### src/hdl/mft_defines.vh
// Operation
// RULE1: Each payload byte is wrapped in a frame and the whole frame is sent Manchester coded.
// RULE2: The coded stream leaves on one plain output pin, cell after cell, with no clock line.
// RULE3: Three idle cells of value one go out before each frame.
// RULE4: A start cell of value zero follows, then exactly eight payload bits.
// RULE5: One parity cell over the payload comes next, then one stop cell of value one.
// RULE6: Three more idle cells of value one close each frame.
// RULE7: The receiver finds edges, recovers the coded bits and extracts the payload. No receiver here; the test model returns only cell values.
// RULE8: Each cell lasts a fixed divider period with a mid-cell transition; parity sense and bit order are selectable.
`ifndef MFT_DEFINES_VH
`define MFT_DEFINES_VH
// ==========================================================
// Frame layout, cell counts
`define MFT_IDLE_CELLS  4'h3
`define MFT_DATA_BITS   4'h8
`define MFT_FRAME_CELLS 5'h11
// ==========================================================
// Timing: half cell length in clock cycles (40 MHz clock)
`define MFT_CLK_HZ      40000000
`define MFT_CELL_NS     1000
`define MFT_HALF_CYC    ((`MFT_CELL_NS * (`MFT_CLK_HZ / 1000000)) / 2000)
// ==========================================================
// States
`define MFT_ST_IDLE     2'h0
`define MFT_ST_SEND     2'h1
`endif

### src/hdl/mft_tx.v
`include "mft_defines.vh"
// ==========================================================
// Manchester frame transmitter top
module mft_tx #(
    parameter HALF_CYC = `MFT_HALF_CYC,
    parameter DEPTH    = 8
) (
    input  wire       mclk_i,      // 40 MHz clock
    input  wire       rst_b_i,     // Async reset, low
    input  wire       tx_valid_i,  // Payload byte offered
    output reg        tx_ready_o,  // FIFO can take a byte
    input  wire [7:0] tx_data_i,   // Payload byte
    input  wire       par_odd_i,   // 1: odd parity, 0: even
    input  wire       msb_first_i, // 1: MSB first, 0: LSB first
    input  wire       man_inv_i,   // 1: one coded low-high
    output reg        line_o,      // Coded serial output pin
    output reg        busy_o       // Frame in progress
);
    // ======================================================
    // Reset synchroniser
    reg rs1_q;
    reg rs2_q;
    always @(posedge mclk_i or negedge rst_b_i) begin
        if (!rst_b_i) begin
            rs1_q <= 1'b0;
            rs2_q <= 1'b0;
        end else begin
            rs1_q <= 1'b1;
            rs2_q <= rs1_q;
        end
    end

    // ======================================================
    // FIFO in the payload path
    wire       f_wready;
    wire       f_rvalid;
    wire [7:0] f_rdata;
    reg        pop_q;
    mft_fifo #(.WIDTH(8), .DEPTH(DEPTH), .AW(3)) u_fifo (
        .clk_i    (mclk_i),
        .rst_b_i  (rs2_q),
        .wvalid_i (tx_valid_i && tx_ready_o),
        .wready_o (f_wready),
        .wdata_i  (tx_data_i),
        .rvalid_o (f_rvalid),
        .rready_i (pop_q),
        .rdata_o  (f_rdata)
    );

    // Ready registered; one-cycle lag is safe since push also checks full
    always @(posedge mclk_i or negedge rs2_q) begin
        if (!rs2_q) begin
            tx_ready_o <= 1'b0;
        end else begin
            tx_ready_o <= f_wready && !(tx_valid_i && tx_ready_o);
        end
    end

    // ======================================================
    // Half-cell divider gives the half enable for both mid-cell and cell edges
    // Last divider count, cut to the counter width on purpose
    localparam integer HALF_LAST_I = HALF_CYC - 1;
    localparam [15:0]  HALF_LAST   = HALF_LAST_I[15:0];
    reg [15:0] div_q;
    wire       half_en = (div_q == HALF_LAST);
    always @(posedge mclk_i or negedge rs2_q) begin
        if (!rs2_q) begin
            div_q <= 16'h0000;
        end else if (half_en) begin
            div_q <= 16'h0000;
        end else begin
            div_q <= div_q + 16'h0001; // RULE8
        end
    end

    // ======================================================
    // Frame builder
    function [7:0] bitrev;
        input [7:0] v;
        integer k;
        begin
            for (k = 0; k < 8; k = k + 1) begin
                bitrev[k] = v[7-k];
            end
        end
    endfunction

    // Frame image, cell 0 sent first, LSB of the vector
    wire [7:0]  dat  = msb_first_i ? bitrev(f_rdata) : f_rdata; // RULE8
    wire        par  = (^f_rdata) ^ par_odd_i; // RULE5
    wire [16:0] img  = {3'h7, 1'b1, par, dat, 1'b0, 3'h7}; // RULE1 RULE3 RULE4 RULE6

    reg [1:0]  st_q;
    reg [16:0] sh_q;
    reg [4:0]  cnt_q;
    reg        half_q;

    // One frame per FIFO word; cells step on every second half enable
    always @(posedge mclk_i or negedge rs2_q) begin
        if (!rs2_q) begin
            st_q   <= `MFT_ST_IDLE;
            sh_q   <= 17'h1FFFF;
            cnt_q  <= 5'h00;
            half_q <= 1'b0;
            pop_q  <= 1'b0;
            busy_o <= 1'b0;
            line_o <= 1'b0;
        end else begin
            pop_q <= 1'b0;
            case (st_q)
                `MFT_ST_IDLE: begin
                    // Line rests low between frames: no cells, no edges
                    line_o <= 1'b0;
                    if (f_rvalid && !pop_q && half_en) begin
                        sh_q   <= img;
                        pop_q  <= 1'b1;
                        cnt_q  <= 5'h00;
                        half_q <= 1'b0;
                        busy_o <= 1'b1;
                        st_q   <= `MFT_ST_SEND;
                        line_o <= img[0] ^ man_inv_i; // RULE2
                    end
                end
                `MFT_ST_SEND: begin
                    if (half_en) begin
                        if (!half_q) begin
                            half_q <= 1'b1;
                            line_o <= ~(sh_q[0] ^ man_inv_i); // RULE8
                        end else if (cnt_q == `MFT_FRAME_CELLS - 5'h01) begin
                            busy_o <= 1'b0;
                            line_o <= 1'b0;
                            st_q   <= `MFT_ST_IDLE;
                        end else begin
                            half_q <= 1'b0;
                            cnt_q  <= cnt_q + 5'h01;
                            sh_q   <= {1'b1, sh_q[16:1]};
                            line_o <= sh_q[1] ^ man_inv_i; // RULE2
                        end
                    end
                end
                default: begin
                    st_q <= `MFT_ST_IDLE;
                end
            endcase
        end
    end
endmodule

### src/hdl/mft_fifo.v
`include "mft_defines.vh"
// ==========================================================
// Payload FIFO
module mft_fifo #(
    parameter WIDTH = 8,
    parameter DEPTH = 8,
    parameter AW    = 3
) (
    input  wire             clk_i,    // Clock
    input  wire             rst_b_i,  // Synchronised reset, low
    input  wire             wvalid_i, // Write valid
    output wire             wready_o, // Not full
    input  wire [WIDTH-1:0] wdata_i,  // Write data
    output wire             rvalid_o, // Not empty
    input  wire             rready_i, // Read accept
    output wire [WIDTH-1:0] rdata_o   // Head word
);
    reg [WIDTH-1:0] mem [0:DEPTH-1];
    reg [AW:0]      wptr_q;
    reg [AW:0]      rptr_q;
    wire            full  = (wptr_q[AW] != rptr_q[AW]) && (wptr_q[AW-1:0] == rptr_q[AW-1:0]);
    wire            empty = (wptr_q == rptr_q);
    wire            push  = wvalid_i && !full;
    wire            pop   = rready_i && !empty;

    assign wready_o = !full;
    assign rvalid_o = !empty;
    assign rdata_o  = mem[rptr_q[AW-1:0]];

    // Storage has no reset, pointers do
    always @(posedge clk_i) begin
        if (push) begin
            mem[wptr_q[AW-1:0]] <= wdata_i;
        end
    end

    // Pointers carry an extra wrap bit for honest full
    always @(posedge clk_i or negedge rst_b_i) begin
        if (!rst_b_i) begin
            wptr_q <= {(AW+1){1'b0}};
            rptr_q <= {(AW+1){1'b0}};
        end else begin
            if (push) begin
                wptr_q <= wptr_q + 1'b1;
            end
            if (pop) begin
                rptr_q <= rptr_q + 1'b1;
            end
        end
    end
endmodule

### config.mk
export PLATFORM = sky130hd
export DESIGN_NAME = mft_tx
export DESIGN_NICKNAME = d
export VERILOG_FILES = /design/src/hdl/mft_tx.v /design/src/hdl/mft_fifo.v
export VERILOG_INCLUDE_DIRS = /design/src /design/src/hdl
export SDC_FILE = /design/constraint.sdc
export NUM_CORES = 1
export LEC_CHECK = 0
export ABC_AREA = 1
export BUFFER_PORTS_ARGS = -buffer_cell sky130_fd_sc_hd__buf_2
export CORE_MARGIN = 1
export CORE_UTILIZATION = 40
export DETAILED_ROUTE_END_ITERATION = 8
export GPL_TIMING_DRIVEN = 0
export PLACE_DENSITY_LB_ADDON = 0.05
export SLEW_MARGIN = 10
export SYNTH_ARGS = -nofsm -noshare
export SYNTH_HDL_FRONTEND = slang
export SYNTH_SLANG_ARGS = --single-unit
### constraint.sdc
create_clock -name mclk_i -period 1.4 [get_ports mclk_i]
set_input_delay 0.14 -clock mclk_i [delete_from_list [all_inputs] [get_ports mclk_i]]
set_output_delay 0.14 -clock mclk_i [all_outputs]
set_load 0.03 [all_outputs]
# Word-level counts from Yosys, hierarchy flattened
# Memories as Yosys holds them, arrays and structs flattened.
# Cells that the tools add are included.
# W data, S select, Z words.
dict set report op_classes {
  n_addsub 4
  n_eq_ne 11
  bitwise 5
  reduce_logical 19
  n_mux 36
}
# cell n
set op_table {}
lappend op_table {{$mux W17} 4}
lappend op_table {{$pmux W17 S2} 1}
lappend op_table {{$mux W5} 4}
lappend op_table {{$add A16 B1 Y16 const B} 1}
lappend op_table {{$eq A16 B5 Y1 const B} 1}
lappend op_table {{$mux W1} 16}
lappend op_table {{$mux W16} 1}
lappend op_table {{$ne A2 B2 Y1 const B} 5}
lappend op_table {{$pmux W5 S2} 1}
lappend op_table {{$reduce_and A5 Y1} 2}
lappend op_table {{$add A4 B1 Y4 const B} 2}
lappend op_table {{$mux W2} 4}
lappend op_table {{$mux W8} 1}
lappend op_table {{$reduce_xor A8 Y1} 1}
lappend op_table {{$logic_and A1 B1 Y1} 7}
lappend op_table {{$pmux W1 S2} 3}
lappend op_table {{$add A5 B1 Y5 const B} 1}
lappend op_table {{$eq A5 B5 Y1 const B} 1}
lappend op_table {{$eq A4 B4 Y1} 1}
lappend op_table {{$logic_not A1 Y1} 4}
lappend op_table {{$pmux W2 S2} 1}
lappend op_table {{$reduce_and A4 Y1} 1}
lappend op_table {{$eq A3 B3 Y1} 1}
lappend op_table {{$reduce_and A3 Y1} 1}
lappend op_table {{7 further kinds} 10}
dict set report word_totals {
  inputBits 14
  word_cells 89
  ff_bits 55
  ram_bits 64
  n_memories 1
}
# name depth width rd rd_ports_with_merged_regs write_ports line_no
set mem_list {}
lappend mem_list {u_fifo.mem 8 8 1 0 1 mft_fifo.v:18} ;# reg [WIDTH-1:0] mem [0:DEPTH-1];

# Depth between registers and ports, before layout
dict set report logic_depth {
  ltp_word 6
  depth_mapped 18
  ltp_nobuf 17
}

# Cells and area by module
# A second synthesis with hierarchy kept.
dict set report unflattened {
  hier_cells 596
  area_unflattened_um2 5434.0
}
# module area_per_inst_um2 cells_each seq_area_each_um2 instances
set modules_own_cells {}
lappend modules_own_cells {mft_fifo 3046.7 265 2122.0 1}
lappend modules_own_cells {mft_tx 2387.3 331 1042.2 1}

# Worst setup path after synthesis
# Ideal clock, no wire load.
dict set report synth_path {
  kind {register -> register}
  startpoint {register u_fifo.rptr_q[1]}
  endpoint {memory u_fifo.mem[0][0] (enable)}
  path_stages_with_launch 8
  period_less_slack_ns 2.018
  required_time_ns 1.030
  arrival_ns 1.648
  path_slack_ns -0.618
  cell_sequence {dfrtp_1 -> buf_4 -> xor2_1 -> nor3_2 -> nand2_1 -> nand2_1 -> or2_2 -> nor2_1}
}
dict set report synth_via {
  elab_chain_cells 6
}
# element line_no
set synth_rtl {}
lappend synth_rtl {{start, declared} mft_fifo.v:20} ;# reg [AW:0] rptr_q;
lappend synth_rtl {{start signal, assigned} mft_fifo.v:41} ;# rptr_q <= {(AW+1){1'b0}};
lappend synth_rtl {{start signal, assigned} mft_fifo.v:47} ;# rptr_q <= rptr_q + 1'b1;
lappend synth_rtl {{$eq A3 B3 Y1} mft_fifo.v:21} ;# wire full = (wptr_q[AW] != rptr_q[AW]) && (wptr_q[AW-1:0] == rptr_q[AW-1:0]);
lappend synth_rtl {{$logic_and A1 B1 Y1} mft_fifo.v:21}
lappend synth_rtl {{$logic_not A1 Y1} mft_fifo.v:23} ;# wire push = wvalid_i && !full;
lappend synth_rtl {{$logic_and A1 B1 Y1} mft_fifo.v:23}
lappend synth_rtl {{$mux W1} mft_fifo.v:32} ;# if (push) begin
lappend synth_rtl {{$mux W1 (not written as such)} mft_fifo.v:33} ;# mem[wptr_q[AW-1:0]] <= wdata_i;
lappend synth_rtl {{end, declared} mft_fifo.v:18}
# No other way between the ends.

# Worst setup path after layout
dict set report layout_path {
  startpoint {register u_fifo.rptr_q[0]}
  endpoint {memory u_fifo.mem[6][3] (enable)}
}
# Same word-level chain as after synthesis.

==> metrics.txt <==
outcome finished with violations; failing checks negative setup slack; final design utilization 0.5517; Synth Area in Adders 0.01115; Syn Area/Cell 8.837 um2; grt ovf 0; std cell rows 42; vias 4,237; Initial Util 0.4171; net count of the mapped netlist 654; Reg power frac 0.412; final layout net count 721; Rel. slew slack 0.3215; cell area after layout 7422 um2; Worst Hold Class input port to flip-flop; gate count of the mapped netlist 635; Routed wire per std cell 14.41 um; Yosys top cell by area edfxtp_1; first drt pass iteration count 4; initial antenna violation count 1; Worst Setup Slack, final -0.4693 ns; post-synthesis xor/xnor area fraction 0.02653; Die W 120.4 um; Cell Count, Final, Fillers Out 892; Global Route met1 Usage 0.2352; PwrDens 1298 nW/um2; Fin Setup TNS -36.48 ns; Internal Power 7.229 mW; Pleak 3.478 nW; commonest non-fill, non-tap cell in the layout nand2_1; largest net degree at the start of global routing 48; RePlAce Congestion 0.7968; H-tree levels 4; Num CTS Buffers 17; Die ar. 14,510 um2; placed instance count 827; area growth from synthesis to layout 32.26%; worst-path fanout max 8; ratio of cells with drive above 1 in the final layout 0.3189; # clock sinks 113; Routed Wire Length 12,850 um; Gate power share 0.132; startpoint types flip-flop; Detailed Place HPWL 8370 um; first-pass GRT wire length 20,810 um; Mapped Area 5612 um2; Net Sw Frac 0.2494; placed cell areas 6036 um2; P_sw 2.402 mW; peak supply drop 926.6 uV; RSZ-0062 raised after global routing yes; via/cell ratio 4.750; clk_skew 0.01099 ns; crit share post-route 1.335; measured slew at the worst slew-check pin 1.018 ns; Final Hold Fails 0; met2 GRT Util 0.3265; synthesized flop and latch total 113; simple-gate share of the synthesized area 0.2491; clk root buf clkbuf_16; Worst Path Required 1.53 ns; Tot GR Track Use 0.1949; largest family of logic cells by synthesized area simple AND/OR/NAND/NOR gates; Cell variety after synth 38; final setup fails 102; DRT iter0 DRCs 182; Synth top area share 0.3425; synthesis warning total 0; min cycle time layout 1.869 ns; number of global-route vias before repair 4,145; Pwr Total 9.631 mW; Port-buffer cells 16; CTS tree yes; Synth area leaders edfxtp_1 (34%), dfrtp_1 (16%), nand2_1 (15%), inv_1 (6.6%), dfstp_2 (6.1%); crit path kind flip-flop to flip-flop; pre-CTS setup slack -0.7700 ns; Clock Latency Late Sink 0.42 ns; Core Area 13,450 um2; sequential area share after synthesis 0.5639; Final Max Slew Viols 0; mux share of post-synthesis cell area 0.01249; I/O Pins 17; antenna-violating nets left 0; met3 usage 0.04953; endpoint class of the critical path flip-flop; clock share of power 0.455; busiest grt layer met2; Synth Area in Compound Gates 0.04125; fmax 0.5350 GHz; clock tree buffer depth 2; Arr. time, crit path 2.00 ns; chip height 120.4 um; drt drc 0; commonest non-fill, non-tap cells in the layout nand2_1 (164), inv_1 (95), edfxtp_1 (64), nand2_2 (54), dfrtp_1 (33); Max Cap Viol 0; clk slew on worst S/H paths 0.05 ns; Min Hold Slack 0.03032 ns; r2r setup slk -0.47 ns
==> Yosys cell counts, drive strengths merged <==
cell,n
clkbuf,2
nor2,26
ha,5
dfrtp,36
dfstp,13
xnor2,1
a22oi,2
mux2i,7
a31oi,1
nand2,220
nor3,6
o22ai,1
nor4,3
xor2,16
inv,107
nand3,59
buf,16
edfxtp,64
o211ai,2
nand4,7
or2,3
o21ai,31
a21oi,6
conb,1
==> registers in the layout, indices dropped and copies added (netlist names) <==
| name | flops |
|---|---|
| st_q | 1 |
| tx_ready_o | 1 |
| u_fifo.mem | 64 |
| rs1_q | 1 |
| u_fifo.wptr_q | 4 |
| sh_q | 13 |
| line_o | 1 |
| div_q | 16 |
| half_q | 1 |
| rs2_q | 1 |
| pop_q | 1 |
| cnt_q | 5 |
| u_fifo.rptr_q | 4 |
==> worst max-delay path: stages, from the launching register on <==
cell,delay [ns]
dfrtp_1,0.39
buf_6,0.16
xor2_1,0.18
nor3_2,0.08
nand2_2,0.11
nand2_2,0.07
or2_4,0.29
nor2_4,0.14
buf_12,0.15
==> cells by family after synthesis <==
group | after synthesis
flip-flops | 113
adder cells (fa/ha/maj) | 5
AND/OR/NAND/NOR | 324
other | 1
buffers and inverters | 125
multiplexers | 7
XOR/XNOR | 17
AO/OA/AOI/OAI | 43
==> layout make-up <==
class                   instances  area, um2
clock inverters                13      167.7
diodes                          1      2.502
flip-flops and latches        113       3168
repair buffers                 48      478.0
inverters                     107      419.2
clock buffers                  19      432.9
multi-input cells             397       2351
well taps                     176      220.2
plain buffers                  18      182.7
fillers                      1211       6031
==> final timing paths <==
kind / start / to / cells after the start
max in group asynchronous: rs2_q / div_q[2] / 0
worst min register to register: rs1_q / rs2_q / 0
worst max register to register: u_fifo.rptr_q[0] / u_fifo.mem[6][3] / 8
worst min-delay path: man_inv_i / line_o / 4
worst max-delay path: u_fifo.rptr_q[0] / u_fifo.mem[6][3] / 8
min in group asynchronous: rst_b_i / rs2_q / 2
==> power by group through the flow <==
| stage | registers (mW) | logic, mW | clock network, mW |
|---|---|---|---|
| 6_report | 3.97 | 1.27 | 4.39 |
| 3_3_place_gp | 4.01 | 0.925 | 0 |
| 4_1_cts | 3.96 | 1.19 | 4.46 |
| 3_5_place_dp | 4.02 | 0.941 | 0 |
| 2_1_floorplan | 4.01 | 0.665 | 0 |
| 5_1_grt | 4.00 | 1.41 | 4.60 |
==> metal layers <==
| metal | share of wire | vias up |
|---|---|---|
| li1 | - | 2154 |
| met1 | 0.44 | 2017 |
| met2 | 0.50 | 48 |
| met4 | 0.020 | 0 |
| met5 | 0 | - |
| met3 | 0.034 | 18 |
==> timing repair <==
| item | CTS | global route |
|---|---|---|
| resized for setup | 33 | 87 |
| cloned | 1 | 1 |
| hold buffers | 10 | 0 |
| pin swaps | 26 | 32 |
| setup endpoints to repair | 100 | 103 |
| hold endpoints to repair | 67 | 0 |
| buffers inserted | 15 | 5 |
No activity file was read; power rests on OpenSTA's default activity.
